--- src/rtl/host_port_defs.svh ---
// Constants for the host port pin isolation block
`ifndef HOST_PORT_DEFS_SVH
`define HOST_PORT_DEFS_SVH

// ****************************************************************
// Interface pin roles, one bit each in the role vectors
// ****************************************************************
`define ROLE_RDY 0
`define ROLE_IRQ 1
`define ROLE_XREQ 2
`define ROLE_DATA 3
`define ROLE_SEL 4
`define ROLE_RSEL 5
`define ROLE_WR 6
`define ROLE_RD 7
`define ROLE_N 8

// ****************************************************************
// Bit positions in the pin synchroniser vector
// ****************************************************************
`define SYN_RES 0
`define SYN_BOOT 1
`define SYN_ISO 2
`define SYN_SEL 3
`define SYN_RSEL 4
`define SYN_WR 5
`define SYN_RD 6
`define SYN_D_LO 7
`define SYN_D_HI 22
`define SYN_W 23

// ****************************************************************
// Widths and reset values
// ****************************************************************
`define DATA_W 16
`define DATA_RST 16'h0000
`define ROLE_RST 8'h00
`define STROBE_RST 4'h0
`define SYN_RST 23'h000000

`endif

--- src/rtl/host_port_pkg.sv ---
// Types shared by the host port pin isolation block
package host_port_pkg;

    // Main state: reset pin held, or reset released
    typedef enum logic {
        ST_RESET = 1'b0,
        ST_RUN = 1'b1
    } pin_state_t;

endpackage : host_port_pkg

--- src/rtl/pin_sync3.sv ---
// Three-stage pin synchroniser with agreement filter
`timescale 1ns/1ps
`default_nettype none
`include "host_port_defs.svh"

module pin_sync3 (
    input wire logic clk_sys,
    input wire logic rst_sync_b,
    input wire logic [`SYN_W-1:0] pin_in,
    output logic [`SYN_W-1:0] pin_out
);

    logic [`SYN_W-1:0] st1_reg;
    logic [`SYN_W-1:0] st2_reg;
    logic [`SYN_W-1:0] st3_reg;
    logic [`SYN_W-1:0] out_reg;
    logic [`SYN_W-1:0] out_next;

    // ****************************************************************
    // Filter: a bit changes only once stages two and three agree
    // ****************************************************************
    genvar gi;
    generate
        for (gi = 0; gi < `SYN_W; gi = gi + 1) begin : g_filt
            always_comb begin
                out_next[gi] = (st2_reg[gi] == st3_reg[gi]) ? st3_reg[gi] : out_reg[gi];
            end
        end
    endgenerate

    // Stage one feeds only stage two
    always_ff @(posedge clk_sys or negedge rst_sync_b) begin
        if (!rst_sync_b) begin
            st1_reg <= `SYN_RST;
            st2_reg <= `SYN_RST;
            st3_reg <= `SYN_RST;
            out_reg <= `SYN_RST;
        end else begin
            st1_reg <= pin_in;
            st2_reg <= st1_reg;
            st3_reg <= st2_reg;
            out_reg <= out_next;
        end
    end

    assign pin_out = out_reg;

endmodule : pin_sync3
`default_nettype wire

--- src/rtl/host_port_pin_isolation.sv ---
// Buffer enable control for the parallel host port pins
`timescale 1ns/1ps
`default_nettype none
`include "host_port_defs.svh"

module host_port_pin_isolation (
    input wire logic clk_sys,
    input wire logic rst_b,
    input wire logic reset_pin_b,
    input wire logic boot_select_in,
    input wire logic iso_enable_in,
    input wire logic pfc_iso_sel,
    input wire logic [`ROLE_N-1:0] pin_function_select,
    input wire logic seq_ready,
    input wire logic seq_irq,
    input wire logic seq_xfer_req,
    input wire logic [`DATA_W-1:0] core_rdata,
    output logic host_ready_out,
    output logic host_ready_oe_b,
    output logic host_irq_out,
    output logic host_irq_oe_b,
    output logic host_xfer_req_out,
    output logic host_xfer_req_oe_b,
    input wire logic [`DATA_W-1:0] host_data_in,
    output logic [`DATA_W-1:0] host_data_out,
    output logic host_data_oe_b,
    input wire logic host_select_in,
    input wire logic host_regsel_in,
    input wire logic host_write_strobe,
    input wire logic host_read_strobe,
    output logic [3:0] core_strobes,
    output logic [`DATA_W-1:0] core_wdata,
    output logic [`ROLE_N-1:0] buf_enable,
    output logic [3:0] gp_strobe_in,
    output logic [`DATA_W-1:0] gp_data_in,
    output logic gp_iso_in,
    output logic run_boot_mode
);
    import host_port_pkg::*;

    // ****************************************************************
    // Reset release and pin synchronisation
    // ****************************************************************
    logic rst_m_reg;
    logic rst_sync_b;
    logic [`SYN_W-1:0] syn_in;
    logic [`SYN_W-1:0] syn;

    // Two-flop release of the async reset
    always_ff @(posedge clk_sys or negedge rst_b) begin
        if (!rst_b) begin
            rst_m_reg <= 1'b0;
            rst_sync_b <= 1'b0;
        end else begin
            rst_m_reg <= 1'b1;
            rst_sync_b <= rst_m_reg;
        end
    end

    assign syn_in = {host_data_in, host_read_strobe, host_write_strobe, host_regsel_in,
                     host_select_in, iso_enable_in, boot_select_in, reset_pin_b};

    pin_sync3 u_sync (
        .clk_sys(clk_sys),
        .rst_sync_b(rst_sync_b),
        .pin_in(syn_in),
        .pin_out(syn)
    );

    logic iso_s;
    logic boot_s;
    logic [3:0] strb_s;
    logic [`DATA_W-1:0] data_s;
    assign iso_s = syn[`SYN_ISO];
    assign boot_s = syn[`SYN_BOOT];
    assign strb_s = syn[`SYN_RD:`SYN_SEL];
    assign data_s = syn[`SYN_D_HI:`SYN_D_LO];

    // ****************************************************************
    // Main state and boot strap
    // ****************************************************************
    pin_state_t state_reg;
    pin_state_t state_next;
    logic boot_mode_reg;
    logic boot_mode_next;

    // Strap follows the pin while reset is held, then is frozen
    always_comb begin
        state_next = syn[`SYN_RES] ? ST_RUN : ST_RESET;
        boot_mode_next = (state_reg == ST_RESET) ? boot_s : boot_mode_reg;
    end

    always_ff @(posedge clk_sys or negedge rst_sync_b) begin
        if (!rst_sync_b) begin
            state_reg <= ST_RESET;
            boot_mode_reg <= 1'b0;
        end else begin
            state_reg <= state_next;
            boot_mode_reg <= boot_mode_next;
        end
    end

    // ****************************************************************
    // Buffer enables and pin outputs
    // ****************************************************************
    logic [`ROLE_N-1:0] role_on;
    logic gate;
    logic [`ROLE_N-1:0] en;
    logic rd_access;
    logic rdy_out_next, rdy_oe_b_next, irq_out_next, irq_oe_b_next;
    logic xreq_out_next, xreq_oe_b_next, data_oe_b_next, gp_iso_next;
    logic [`DATA_W-1:0] data_out_next, wdata_next, gp_data_next;
    logic [3:0] strobes_next, gp_strobe_next;
    logic [3:0] strb_en;

    always_comb begin
        role_on = `ROLE_RST;
        gate = 1'b0;
        if (state_reg == ST_RUN) begin
            if (boot_mode_reg) begin
                role_on = {`ROLE_N{1'b1}};
                gate = iso_s;
            end else begin
                role_on = pin_function_select;
                gate = pfc_iso_sel & iso_s;
            end
        end
        en = role_on & {`ROLE_N{gate}};
        strb_en = en[`ROLE_RD:`ROLE_SEL];
        strobes_next = strb_s & strb_en;
        rd_access = en[`ROLE_DATA] & strobes_next[0] & strobes_next[3] & ~strobes_next[2];
        data_oe_b_next = ~rd_access;
        data_out_next = rd_access ? core_rdata : `DATA_RST;
        wdata_next = en[`ROLE_DATA] ? data_s : `DATA_RST;
        // Ready is held low during a boot reset, whatever isolation says
        if (state_reg == ST_RESET && boot_mode_reg) begin
            rdy_out_next = 1'b0;
            rdy_oe_b_next = 1'b0;
        end else begin
            rdy_out_next = en[`ROLE_RDY] & seq_ready;
            rdy_oe_b_next = ~en[`ROLE_RDY];
        end
        irq_out_next = en[`ROLE_IRQ] & seq_irq;
        irq_oe_b_next = ~en[`ROLE_IRQ];
        xreq_out_next = en[`ROLE_XREQ] & seq_xfer_req;
        xreq_oe_b_next = ~en[`ROLE_XREQ];
        // Non-boot pins without a port role stay general inputs
        gp_strobe_next = boot_mode_reg ? `STROBE_RST : strb_s & ~role_on[`ROLE_RD:`ROLE_SEL];
        gp_data_next = (!boot_mode_reg && !role_on[`ROLE_DATA]) ? data_s : `DATA_RST;
        gp_iso_next = (!boot_mode_reg && !(state_reg == ST_RUN && pfc_iso_sel)) & iso_s;
    end

    // Every pin-side output is registered
    always_ff @(posedge clk_sys or negedge rst_sync_b) begin
        if (!rst_sync_b) begin
            host_ready_out <= 1'b0;
            host_ready_oe_b <= 1'b1;
            host_irq_out <= 1'b0;
            host_irq_oe_b <= 1'b1;
            host_xfer_req_out <= 1'b0;
            host_xfer_req_oe_b <= 1'b1;
            host_data_out <= `DATA_RST;
            host_data_oe_b <= 1'b1;
            core_strobes <= `STROBE_RST;
            core_wdata <= `DATA_RST;
            buf_enable <= `ROLE_RST;
            gp_strobe_in <= `STROBE_RST;
            gp_data_in <= `DATA_RST;
            gp_iso_in <= 1'b0;
            run_boot_mode <= 1'b0;
        end else begin
            host_ready_out <= rdy_out_next;
            host_ready_oe_b <= rdy_oe_b_next;
            host_irq_out <= irq_out_next;
            host_irq_oe_b <= irq_oe_b_next;
            host_xfer_req_out <= xreq_out_next;
            host_xfer_req_oe_b <= xreq_oe_b_next;
            host_data_out <= data_out_next;
            host_data_oe_b <= data_oe_b_next;
            core_strobes <= strobes_next;
            core_wdata <= wdata_next;
            buf_enable <= en;
            gp_strobe_in <= gp_strobe_next;
            gp_data_in <= gp_data_next;
            gp_iso_in <= gp_iso_next;
            run_boot_mode <= boot_mode_next;
        end
    end

    logic in_rst_boot, in_run_boot, in_run_nb;
    assign in_rst_boot = (state_reg == ST_RESET) && boot_mode_reg;
    assign in_run_boot = (state_reg == ST_RUN) && boot_mode_reg;
    assign in_run_nb = (state_reg == ST_RUN) && !boot_mode_reg;
endmodule : host_port_pin_isolation
`default_nettype wire

--- config.mk ---
export PLATFORM = sky130hd
export DESIGN_NAME = host_port_pin_isolation
export DESIGN_NICKNAME = d
export VERILOG_FILES = /design/src/rtl/host_port_pkg.sv /design/src/rtl/pin_sync3.sv /design/src/rtl/host_port_pin_isolation.sv
export VERILOG_INCLUDE_DIRS = /design/src /design/src/rtl
export SDC_FILE = /design/constraint.sdc
export NUM_CORES = 1
export LEC_CHECK = 0
export ABC_AREA = 0
export BUFFER_PORTS_ARGS = -buffer_cell sky130_fd_sc_hd__buf_2
export CAP_MARGIN = 10
export CORE_MARGIN = 2
export CORE_UTILIZATION = 35
export CTS_CLUSTER_DIAMETER = 100
export CTS_CLUSTER_SIZE = 30
export DETAILED_ROUTE_END_ITERATION = 12
export PLACE_DENSITY = 0.53
export SLEW_MARGIN = 40
export SYNTH_ARGS = -nofsm -noshare
export SYNTH_HDL_FRONTEND = slang
export SYNTH_HIERARCHICAL = 1
export SYNTH_SLANG_ARGS = --single-unit
export TNS_END_PERCENT = 10
--- constraint.sdc ---
create_clock -name clk_sys -period 12.1 [get_ports clk_sys]
set_clock_uncertainty 0.05 [all_clocks]
set_input_delay 2.42 -clock clk_sys [delete_from_list [all_inputs] [get_ports clk_sys]]
set_output_delay 2.42 -clock clk_sys [all_outputs]
set_load 0.02 [all_outputs]
## Word-level counts from Yosys, hierarchy flattened

Cells that the tools add are included.

- Equality and inequality tests: 23
- Multiplexer cells: 11
- Bitwise operators: 18
- Reduce and logical (&&, ||, !) cells: 7

Operators with widths:

| kind | count |
|---|---|
| two-way mux 16 bit | 3 |
| == test 1 bit | 23 |
| two-way mux 8 bit | 2 |
| bitwise AND 1 bit | 8 |
| bitwise AND 4 bit | 2 |
| bitwise AND 8 bit | 1 |
| NOT 1 bit | 6 |
| two-way mux 1 bit | 5 |
| logical AND 1 bit | 4 |
| two-way mux 4 bit | 1 |
| NOT 4 bit | 1 |
| logical NOT 1 bit | 3 |

- Flip-flop bits (word level): 168
- Output and inout port bits: 73
- Word-level logic and storage cells: 103

## Depth between registers and ports, before layout

Gate-level depths: netlist of run 1.

- Depth after elaboration: 9
- Gate-level depth with buffers: 5
- Depth with buffers taken out: 3

## Modules after synthesis

Netlist of run 1, hierarchy kept.

Modules (own cells, without submodules):

| module | times used | cells each | area an instance (µm²) |
|---|---|---|---|
| host_port_pin_isolation | 1 | 196 | 2,667.6 |
| pin_sync3 | 1 | 115 | 2,561.2 |

## Worst setup path after synthesis of run 1

Ideal clock, no wire load.

- Path type: input port to flip-flop
- Start: input port pfc_iso_sel
- End: register host_data_oe_b
- Library setup time: 0.088 ns
- Arrival time: 3.169 ns
- Required time: 11.962 ns
- Setup slack: 8.793 ns
- Stages: 4
- Path through: buf_6 a21o_4 o2111ai_4 or3b_1

- Cells in the longest elaborated chain, start to end: 9
- Elaborated cells between the ends (all ways): 10
- Classes of those cells: mux: 2; bitwise: 8

RTL lines:

| element | line | source |
|---|---|---|
| start: declaration | host_port_pin_isolation.sv:12 | `input wire logic pfc_iso_sel,` |
| bitwise AND 1 bit (*) | host_port_pin_isolation.sv:125 | `gate = pfc_iso_sel & iso_s;` |
| two-way mux 1 bit (*) | host_port_pin_isolation.sv:120 | `if (boot_mode_reg) begin` |
| two-way mux 1 bit (*) | host_port_pin_isolation.sv:119 | `if (state_reg == ST_RUN) begin` |
| bitwise AND 8 bit (*) | host_port_pin_isolation.sv:128 | `` en = role_on & {`ROLE_N{gate}}; `` |
| bitwise AND 4 bit | host_port_pin_isolation.sv:130 | `strobes_next = strb_s & strb_en;` |
| bitwise AND 1 bit (2 in series) | host_port_pin_isolation.sv:131 | `` rd_access = en[`ROLE_DATA] & strobes_next[0] & strobes_next[3] & ~strobes_next[2]; `` |
| bitwise AND 1 bit (*) | host_port_pin_isolation.sv:131 |  |
| NOT 1 bit (*) | host_port_pin_isolation.sv:132 | `data_oe_b_next = ~rd_access;` |
| named net data_oe_b_next | host_port_pin_isolation.sv:111 | `logic xreq_out_next, xreq_oe_b_next, data_oe_b_next, gp_iso_next;` |
| end signal: assignment | host_port_pin_isolation.sv:179 | `host_data_oe_b <= data_oe_b_next;` |
| end: declaration | host_port_pin_isolation.sv:26 | `output logic host_data_oe_b,` |

The timed path passes the listed nets; every way through them passes the cells marked *.
A chain may end at the register's enable or synchronous reset.

==> out/results.env, run 1 <==
GLOBALROUTE.TOTALOVERFLOW=0
WORSTSETUPPATHTYPE='register to primary output'
TIMING.SLEW.HEADROOM_PCT=54.0
DETAILED_PLACE_HPWL_UM=6130
PLACE.PORT_BUFFERS=125
SYNTH_TOP_FAMILY_BY_AREA='simple AND/OR/NAND/NOR gates'
SYNTH.LIB_CELLS_USED.DISTINCT=27
REPORT.FINAL.HOLD_VIOL_COUNT=0
GRT.MET3_USAGE_PCT=5.44
NUMBER_OF_SYNTHESIS_WARNINGS=6
CTSHOLDBUFFERS=0
ANTENNA_FOUND_INITIAL=2
CLOCK_TREE.HTREE_LEVEL_COUNT=4
POST_SYNTH_MUX_AREA_SHARE_PCT=0.215
GR-USAGE-MET2_PCT=18.2
SYNTH_NETS=364
GRT_PASS1_VIAS=2852
GRT_UTIL_MET1_PCT=16.3
SETUP_VIOL=0
PLACE_CONGESTION=0.737
DIEAREA_UM2=15900
POST_CTS_SETUP_REPAIR_BUFS=0
WL_PER_CELL_UM=14.1
TIMING.FINAL.CRIT_PERIOD_NS=3.90
FINAL_LAYOUT_SIZE_SUFFIX_GT1_SHARE_PCT=43.4
ROUTED-VIA-COUNT=2775
PATH_BUF_INV=1
POSTSYNTHREGISTERBITS=168
WORST_PIN_SLEW_NS=0.690
GRT_FIRST_PASS_WIRELENGTH_UM=15100
GRT_MAX_DEGREE=87
FRACTION_OF_THE_MAPPED_NETLIST_AREA_IN_COMPOUND_GATES_PCT=2.92
SYN_AVG_CELL_AREA_UM2=16.8
RSZ0062_AT_GRT='no'
SYN-INSTANCE-COUNT=311
TOTALWIRELENGTH_UM=9150
TIMING.FINAL.CRIT_SHARE_PCT=32.2
SYNTH_XOR_AREA_SHARE_PCT=0
PEAKVDDDROP_V=0.0000897
TOP_USAGE_LAYER='met2'
CP_TOP_FAMILY='flip-flops'
DRV.MAX_CAP_VIOLATION_COUNT=0
DETAIL_ROUTE.VIAS_PER_CELL=4.28
CTS-BUFFERS-INSERTED=17
POWER_DENSITY_nW_PER_UM2=188
CP-START-KIND='register'
POST_SYNTH_ADDER_CELL_AREA_PCT=4.95
SYNTHTOLAYOUTAREAGROWTH_PCT=26.7
N_FILL_CELL=1302
CTS_ROOT_BUF='clkbuf_16'
CTS_TREE='done'
DESIGN.PORTCOUNT=126
INITIAL_CORE_UTIL_PCT=35.8
LENGTH_OF_THE_FIRST_DETAILED_ROUTING_PASS_IN_ITERATIONS=4
LEAKAGEPOWER_uW=0.00326
DETAILEDROUTE.FIRSTITERATIONVIOLATIONS=209
DIE_W_UM=126
DIE_Y_UM=126
POST-PLACE-CELLS=614
POST-PLACE-WS_NS=8.29
CP_DATA_REQUIRED_TIME_NS=9.63
END_KIND='primary output'
POST_CTS_RESIZE_COUNT=0
INSERTION_DELAY_NS=0.41
CTSLONGESTPATHBUFFERS=2
RESULT_OF_THE_RUN='complete, no violations'
CLKSLEWWORSTSETUPHOLDPATHS_NS=0.06
GROUTE.USAGE.OVERALL_PCT=12.7
NUMCLOCKSINKS=168
FMAXACHIEVABLE_GHz=0.257
CRIT_PATH_SETUP_SLACK_LAYOUT_NS=8.20
CP_DATA_ARRIVAL_TIME_NS=1.43
SLOWEST_STAGE='dfrtp_1'
STDCELL_COUNT=648
CRITICAL-PATH-MAX-STAGE-DELAY_NS=0.74
SYNTH_SIMPLE_GATE_AREA_SHARE_PCT=9.48
POST_DETAILED_ROUTE_DRC_MARKER_COUNT=0
PLACEABLECOREAREA_UM2=14600
CRITPATHMAXFANOUT=19
FINAL_MAX_SLEW_VIOL_COUNT=0
FINALHOLDWORSTSLACK_NS=0.177
SETUP-TNS-FINAL_NS=0
ROUTE.ANTENNA.REMAINING_NETS=0
WORSTHOLDPATHTYPE='register to asynchronous set/reset pin'
TOTAL_POWER_uW=1240
PLACEMENT_ROWS=44
WORSTPATHCELLLIST='buf_2'
NETS=502
COMBINED_AREA_OF_ALL_SYNTHESIZED_CELLS_UM2=5230
POST_SYNTHESIS_SEQUENTIAL_AREA_RATIO_PCT=80.5
[per-stage QoR]
step	util [%]	area, um2
2_1_floorplan	-	5230
3_3_place_gp	41.4	6040
3_5_place_dp	41.4	6050
4_1_cts	45.3	6610
5_1_grt	45.4	6620
6_report	45.4	6620
[cells in the mapped netlist]
cell | instances | area (um2)
a211oi_1 | 5 | 37.5
buf_4 | 2 | 15.0
a21oi_1 | 7 | 35.0
nor2_1 | 6 | 22.5
inv_1 | 8 | 30.0
and2_1 | 37 | 231
dfstp_2 | 4 | 105
clkbuf_1 | 1 | 3.75
nor3_2 | 10 | 100
nor3_1 | 9 | 45.0
or3b_1 | 1 | 8.76
o21a_1 | 1 | 7.51
a21o_4 | 1 | 15.0
o2111ai_4 | 1 | 26.3
nor2_2 | 1 | 6.26
nand2_1 | 17 | 63.8
a31oi_1 | 1 | 6.26
mux2_2 | 1 | 11.3
nand3_4 | 1 | 17.5
maj3_2 | 23 | 259
buf_2 | 3 | 15.0
a21o_1 | 1 | 7.51
a21oi_2 | 1 | 8.76
dfrtp_1 | 164 | 4100
buf_6 | 3 | 33.8
a21o_2 | 1 | 8.76
conb_1 | 1 | 3.75
[metal layers]
| metal | vias up | part of all wire (%) |
|---|---|---|
| li1 | 1293 | - |
| met1 | 1390 | 43 |
| met2 | 77 | 47 |
| met3 | 15 | 7.0 |
| met4 | 0 | 2.4 |
| met5 | - | 0 |
[worst reg2reg max path: stages, from the launching register on]
cell      delay [ns]
dfrtp_4         0.63
clkbuf_8        0.62
buf_4           0.73
[power breakdown]
group          leakage [uW]  switching (uW)  internal, uW
Clock              0.000269             201           312
Combinational      0.000908            68.0          40.6
Sequential          0.00208            21.4           602
[final timing paths]
path | start | slack, ns | cells past startpoint | end
worst max-delay path | boot_mode_reg$_DFFE_PN0N_ | 8.20 | 1 | run_boot_mode
worst min-delay path | rst_sync_b$_DFF_PN0_ | 0.18 | 0 | u_sync/st3_reg[21]$_DFF_PN0_
worst max register to register | rst_sync_b$_DFF_PN0_ | 10.11 | 2 | host_data_out[0]$_DFF_PN0_
worst min register to register | rst_sync_b$_DFF_PN0_ | 0.18 | 0 | u_sync/st3_reg[21]$_DFF_PN0_
max in group asynchronous | rst_sync_b$_DFF_PN0_ | 10.11 | 2 | host_data_out[0]$_DFF_PN0_
min in group clk_sys | u_sync/st1_reg[7]$_DFF_PN0_ | 0.30 | 0 | u_sync/st2_reg[7]$_DFF_PN0_
[cell type report]
cell class / count / area (um2) / area share, %
Tap cell: 184 / 230 / 3.48
Clock buffer: 23 / 468 / 7.07
Inverter: 8 / 30.0 / 0.453
Multi-Input combinational cell: 126 / 922 / 13.9
Clock inverter: 8 / 97.6 / 1.47
Timing Repair Buffer: 128 / 654 / 9.88
Antenna cell: 3 / 7.51 / 0.113
Sequential cell: 168 / 4210 / 63.6
[cell usage in the layout, fill, tap and decap left out, types with 2 or more instances in the layout]
master and n:
nand2_1 17, buf_4 2, maj3_2 23, buf_2 125, clkbuf_8 3, a211oi_1 5
clkbuf_1 4, clkbuf_16 17, clkinvlp_4 3, nor3_2 10, inv_1 8, diode_2 3
nor2_1 6, a21oi_1 7, dfstp_2 4, nor3_1 9, bufinv_16 2, clkinv_2 3
dfrtp_1 163, and2_1 37
[kinds of logic after synthesis]
| family | after synthesis |
|---|---|
| muxes | 1 |
| other | 1 |
| adders and majority gates | 23 |
| AOI/OAI and AO/OA | 19 |
| DFF | 168 |
| and+or+nand+nor | 82 |
| buffers and inverters | 17 |
No activity file was read; power rests on OpenSTA's default activity.
==> run 2: changes to the inputs <==
Settings changed: ABC_AREA 0 to 1, PLACE_DENSITY 0.53 to 0.55.
Clock period 12.1 ns to 3.3 ns, I/O delays scaled along.
==> run 2 against run 1 <==
Against the previous run: setup slack lost 7.0 ns; total power grew to 3.7 times the previous value; final cell count grew 17%; sequential power grew to 3.6 times the previous value; synthesized cell count grew 32%; non-clock buffer count grew 2; sequential share of layout area shrank 1.9 points; combinational power grew to 3.3 times the previous value; highest routed layer unchanged.
==> out/results.env, run 2 <==
RESULT_OF_THE_RUN='complete, no violations'
POST_CTS_SETUP_REPAIR_BUFS=0
CP-START-KIND='register'
WORSTPATHCELLLIST='buf_2'
CTS-BUFFERS-INSERTED=17
SYNTH_TOP_FAMILY_BY_AREA='simple AND/OR/NAND/NOR gates'
WORSTSETUPPATHTYPE='register to primary output'
FRACTION_OF_THE_MAPPED_NETLIST_AREA_IN_COMPOUND_GATES_PCT=3.19
SYNTH.MOST_COMMON_CELL='dfrtp_1'
NUMBER_OF_SYNTHESIS_WARNINGS=6
GRT_FIRST_PASS_WIRELENGTH_UM=15300
WORSTHOLDPATHTYPE='register to asynchronous set/reset pin'
YOSYSTOPAREACELLSHARE_PCT=77.0
YOSYS_MOST_USED_DFF='dfrtp_1'
CTSLONGESTPATHBUFFERS=2
END_KIND='primary output'
CTS_ROOT_BUF='clkbuf_16'
INSERTION_DELAY_NS=0.42
DESIGN.PORTCOUNT=126
POST_SYNTHESIS_SEQUENTIAL_AREA_RATIO_PCT=78.9
COMBINED_AREA_OF_ALL_SYNTHESIZED_CELLS_UM2=5330
PLACE_CONGESTION=0.707
FINAL_LAYOUT_SIZE_SUFFIX_GT1_SHARE_PCT=33.2
TIMING.FINAL.CRIT_PERIOD_NS=2.06
PLACEABLECOREAREA_UM2=15000
LEAKAGEPOWER_uW=0.00374
SYNTH_NETS=463
CRIT_PATH_SETUP_SLACK_LAYOUT_NS=1.24
POST_SYNTH_MUX_AREA_SHARE_PCT=0
TIMING.SLEW.HEADROOM_PCT=60.4
PLACE.PORT_BUFFERS=125
GROUTE.USAGE.OVERALL_PCT=12.4
WORST_PIN_SLEW_NS=0.592
SETUP-TNS-FINAL_NS=0
DETAIL_ROUTE.VIAS_PER_CELL=4.15
POST_CTS_RESIZE_COUNT=0
GR-USAGE-MET2_PCT=19.1
CLOCK_TREE.HTREE_LEVEL_COUNT=4
MOST_COMMON_CELL_AFTER_LAYOUT_FILL_AND_TAPS_ASIDE='dfrtp_1'
CTS_TREE='done'
GRT_PASS1_VIAS=3217
CELL_TYPE_WITH_THE_HIGHEST_AGGREGATE_AREA_IN_THE_NETLIST='dfrtp_1'
POSTSYNTHREGISTERBITS=168
NUMCLOCKSINKS=168
SYN_AVG_CELL_AREA_UM2=13.0
WL_PER_CELL_UM=12.4
CP_TOP_FAMILY='flip-flops'
TOP_USAGE_LAYER='met2'
REPORT.FINAL.HOLD_VIOL_COUNT=0
DIE_Y_UM=127
GRT.MET3_USAGE_PCT=4.56
ROUTE.ANTENNA.REMAINING_NETS=0
CLKSLEWWORSTSETUPHOLDPATHS_NS=0.06
ANTENNA_CELLS=0
SETUP_VIOL=0
DIEAREA_UM2=16200
FMAXACHIEVABLE_GHz=0.486
SYNTH_XOR_AREA_SHARE_PCT=0
LAYOUT.CELLS.MOST_COMMON_LIST='dfrtp_1, buf_2, nor2_1'
CRITICAL-PATH-MAX-STAGE-DELAY_NS=0.66
SLOWEST_STAGE='dfrtp_1'
SYNTH.LIB_CELLS_USED.DISTINCT=25
GRT_MAX_DEGREE=66
CP_DATA_REQUIRED_TIME_NS=2.59
ROUTED-VIA-COUNT=3131
POSTSYNTH.ASYNCRESETSHARE_PCT=100
DETAILED_PLACE_HPWL_UM=6380
GLOBALROUTE.TOTALOVERFLOW=0
LENGTH_OF_THE_FIRST_DETAILED_ROUTING_PASS_IN_ITERATIONS=4
ANTENNA_FOUND_INITIAL=0
SYNTHTOLAYOUTAREAGROWTH_PCT=28.0
POST-PLACE-WS_NS=1.33
SYNTH_ENABLE_FLOP_CELLS=0
PLACEMENT_ROWS=45
PATH_BUF_INV=1
SYN-INSTANCE-COUNT=410
DETAILEDROUTE.FIRSTITERATIONVIOLATIONS=184
NETS=607
POST_SYNTH_ADDER_CELL_AREA_PCT=0
SYNTH_SIMPLE_GATE_AREA_SHARE_PCT=11.6
SYNTH_COMMONEST_CELLS='dfrtp_1, nor2_1, inv_1'
DIE_W_UM=127
PEAKVDDDROP_V=0.000353
CTSHOLDBUFFERS=1
CRITPATHMAXFANOUT=12
POST_DETAILED_ROUTE_DRC_MARKER_COUNT=0
GRT_UTIL_MET1_PCT=15.5
FINAL_MAX_SLEW_VIOL_COUNT=0
YS_TOP_CELLS_BY_AREA='dfrtp_1, nor2_1, inv_1, nand2_1, a21oi_1'
TIMING.FINAL.CRIT_SHARE_PCT=62.3
CP_DATA_ARRIVAL_TIME_NS=1.35
RSZ0062_AT_GRT='no'
INITIAL_CORE_UTIL_PCT=35.5
TOTALWIRELENGTH_UM=9360
DRV.MAX_CAP_VIOLATION_COUNT=0
POWER_DENSITY_nW_PER_UM2=672
[run 2: changes by cell type after synthesis, moves of 16 or more]
| cell | previous run | this run |
|---|---|---|
| and2_1 | 37 | 0 |
| a21oi_1 | 7 | 23 |
| nand2_1 | 17 | 34 |
| maj3_2 | 23 | 0 |
| nor2_1 | 6 | 76 |
| inv_1 | 8 | 73 |
[run 2: worst paths after layout]
check                                               start                            to  slack, ns  depth (start not counted)
worst max register to register  boot_mode_reg$_DFFE_PN0N_    host_data_out[3]$_DFF_PN0_       1.40                          6
min in group clk_sys                      host_data_in[3]  u_sync/st1_reg[10]$_DFF_PN0_       0.29                          1
worst min register to register       rst_sync_b$_DFF_PN0_   u_sync/st3_reg[8]$_DFF_PN0_       0.17                          0
worst min-delay path                 rst_sync_b$_DFF_PN0_   u_sync/st3_reg[8]$_DFF_PN0_       0.17                          0
worst max-delay path            boot_mode_reg$_DFFE_PN0N_                 run_boot_mode       1.24                          1
max in group asynchronous            rst_sync_b$_DFF_PN0_  host_xfer_req_oe_b$_DFF_PN1_       2.07                          2
[run 2: cell type report]
class                           count  area, um2
Multi-Input combinational cell    162        802
Fill cell                        1400       8210
Clock inverter                     13        144
Inverter                           75        284
Clock buffer                       19        453
Tap cell                          188        235
Timing Repair Buffer              130        691
Sequential cell                   168       4210
[run 2: power breakdown]
group	switching [uW]	internal, uW
combinational	240	118
sequential	77.6	2190
clock	793	1160
total	1110	3470
[run 2: through the flow]
step                util, %  total power [uW]  hold slack, ns  instance area, um2  std cells
floorplan                 -              2520           0.281                5330        410
global placement       41.2              2650           0.281                6190        721
detailed placement     41.2              2670           0.285                6190        721
CTS                    45.2              4660           0.263                6790        754
global route           45.4              4790           0.199                6820        755
finish                 45.4              4580           0.166                6820        755
[run 2: layer usage]
layer	vias up	share of wire, %
li1	1496	-
met1	1536	43
met5	-	0
met2	78	49
met3	21	5.2
met4	0	2.5
[run 2: cells by family (layout without fill, tap and decap cells)]
group | count (synthesis) | after routing
AND/OR/NAND/NOR | 132 | 132
buffers and inverters | 80 | 237
other | 1 | 1
flip-flops | 168 | 168
AO/OA/AOI/OAI | 29 | 29
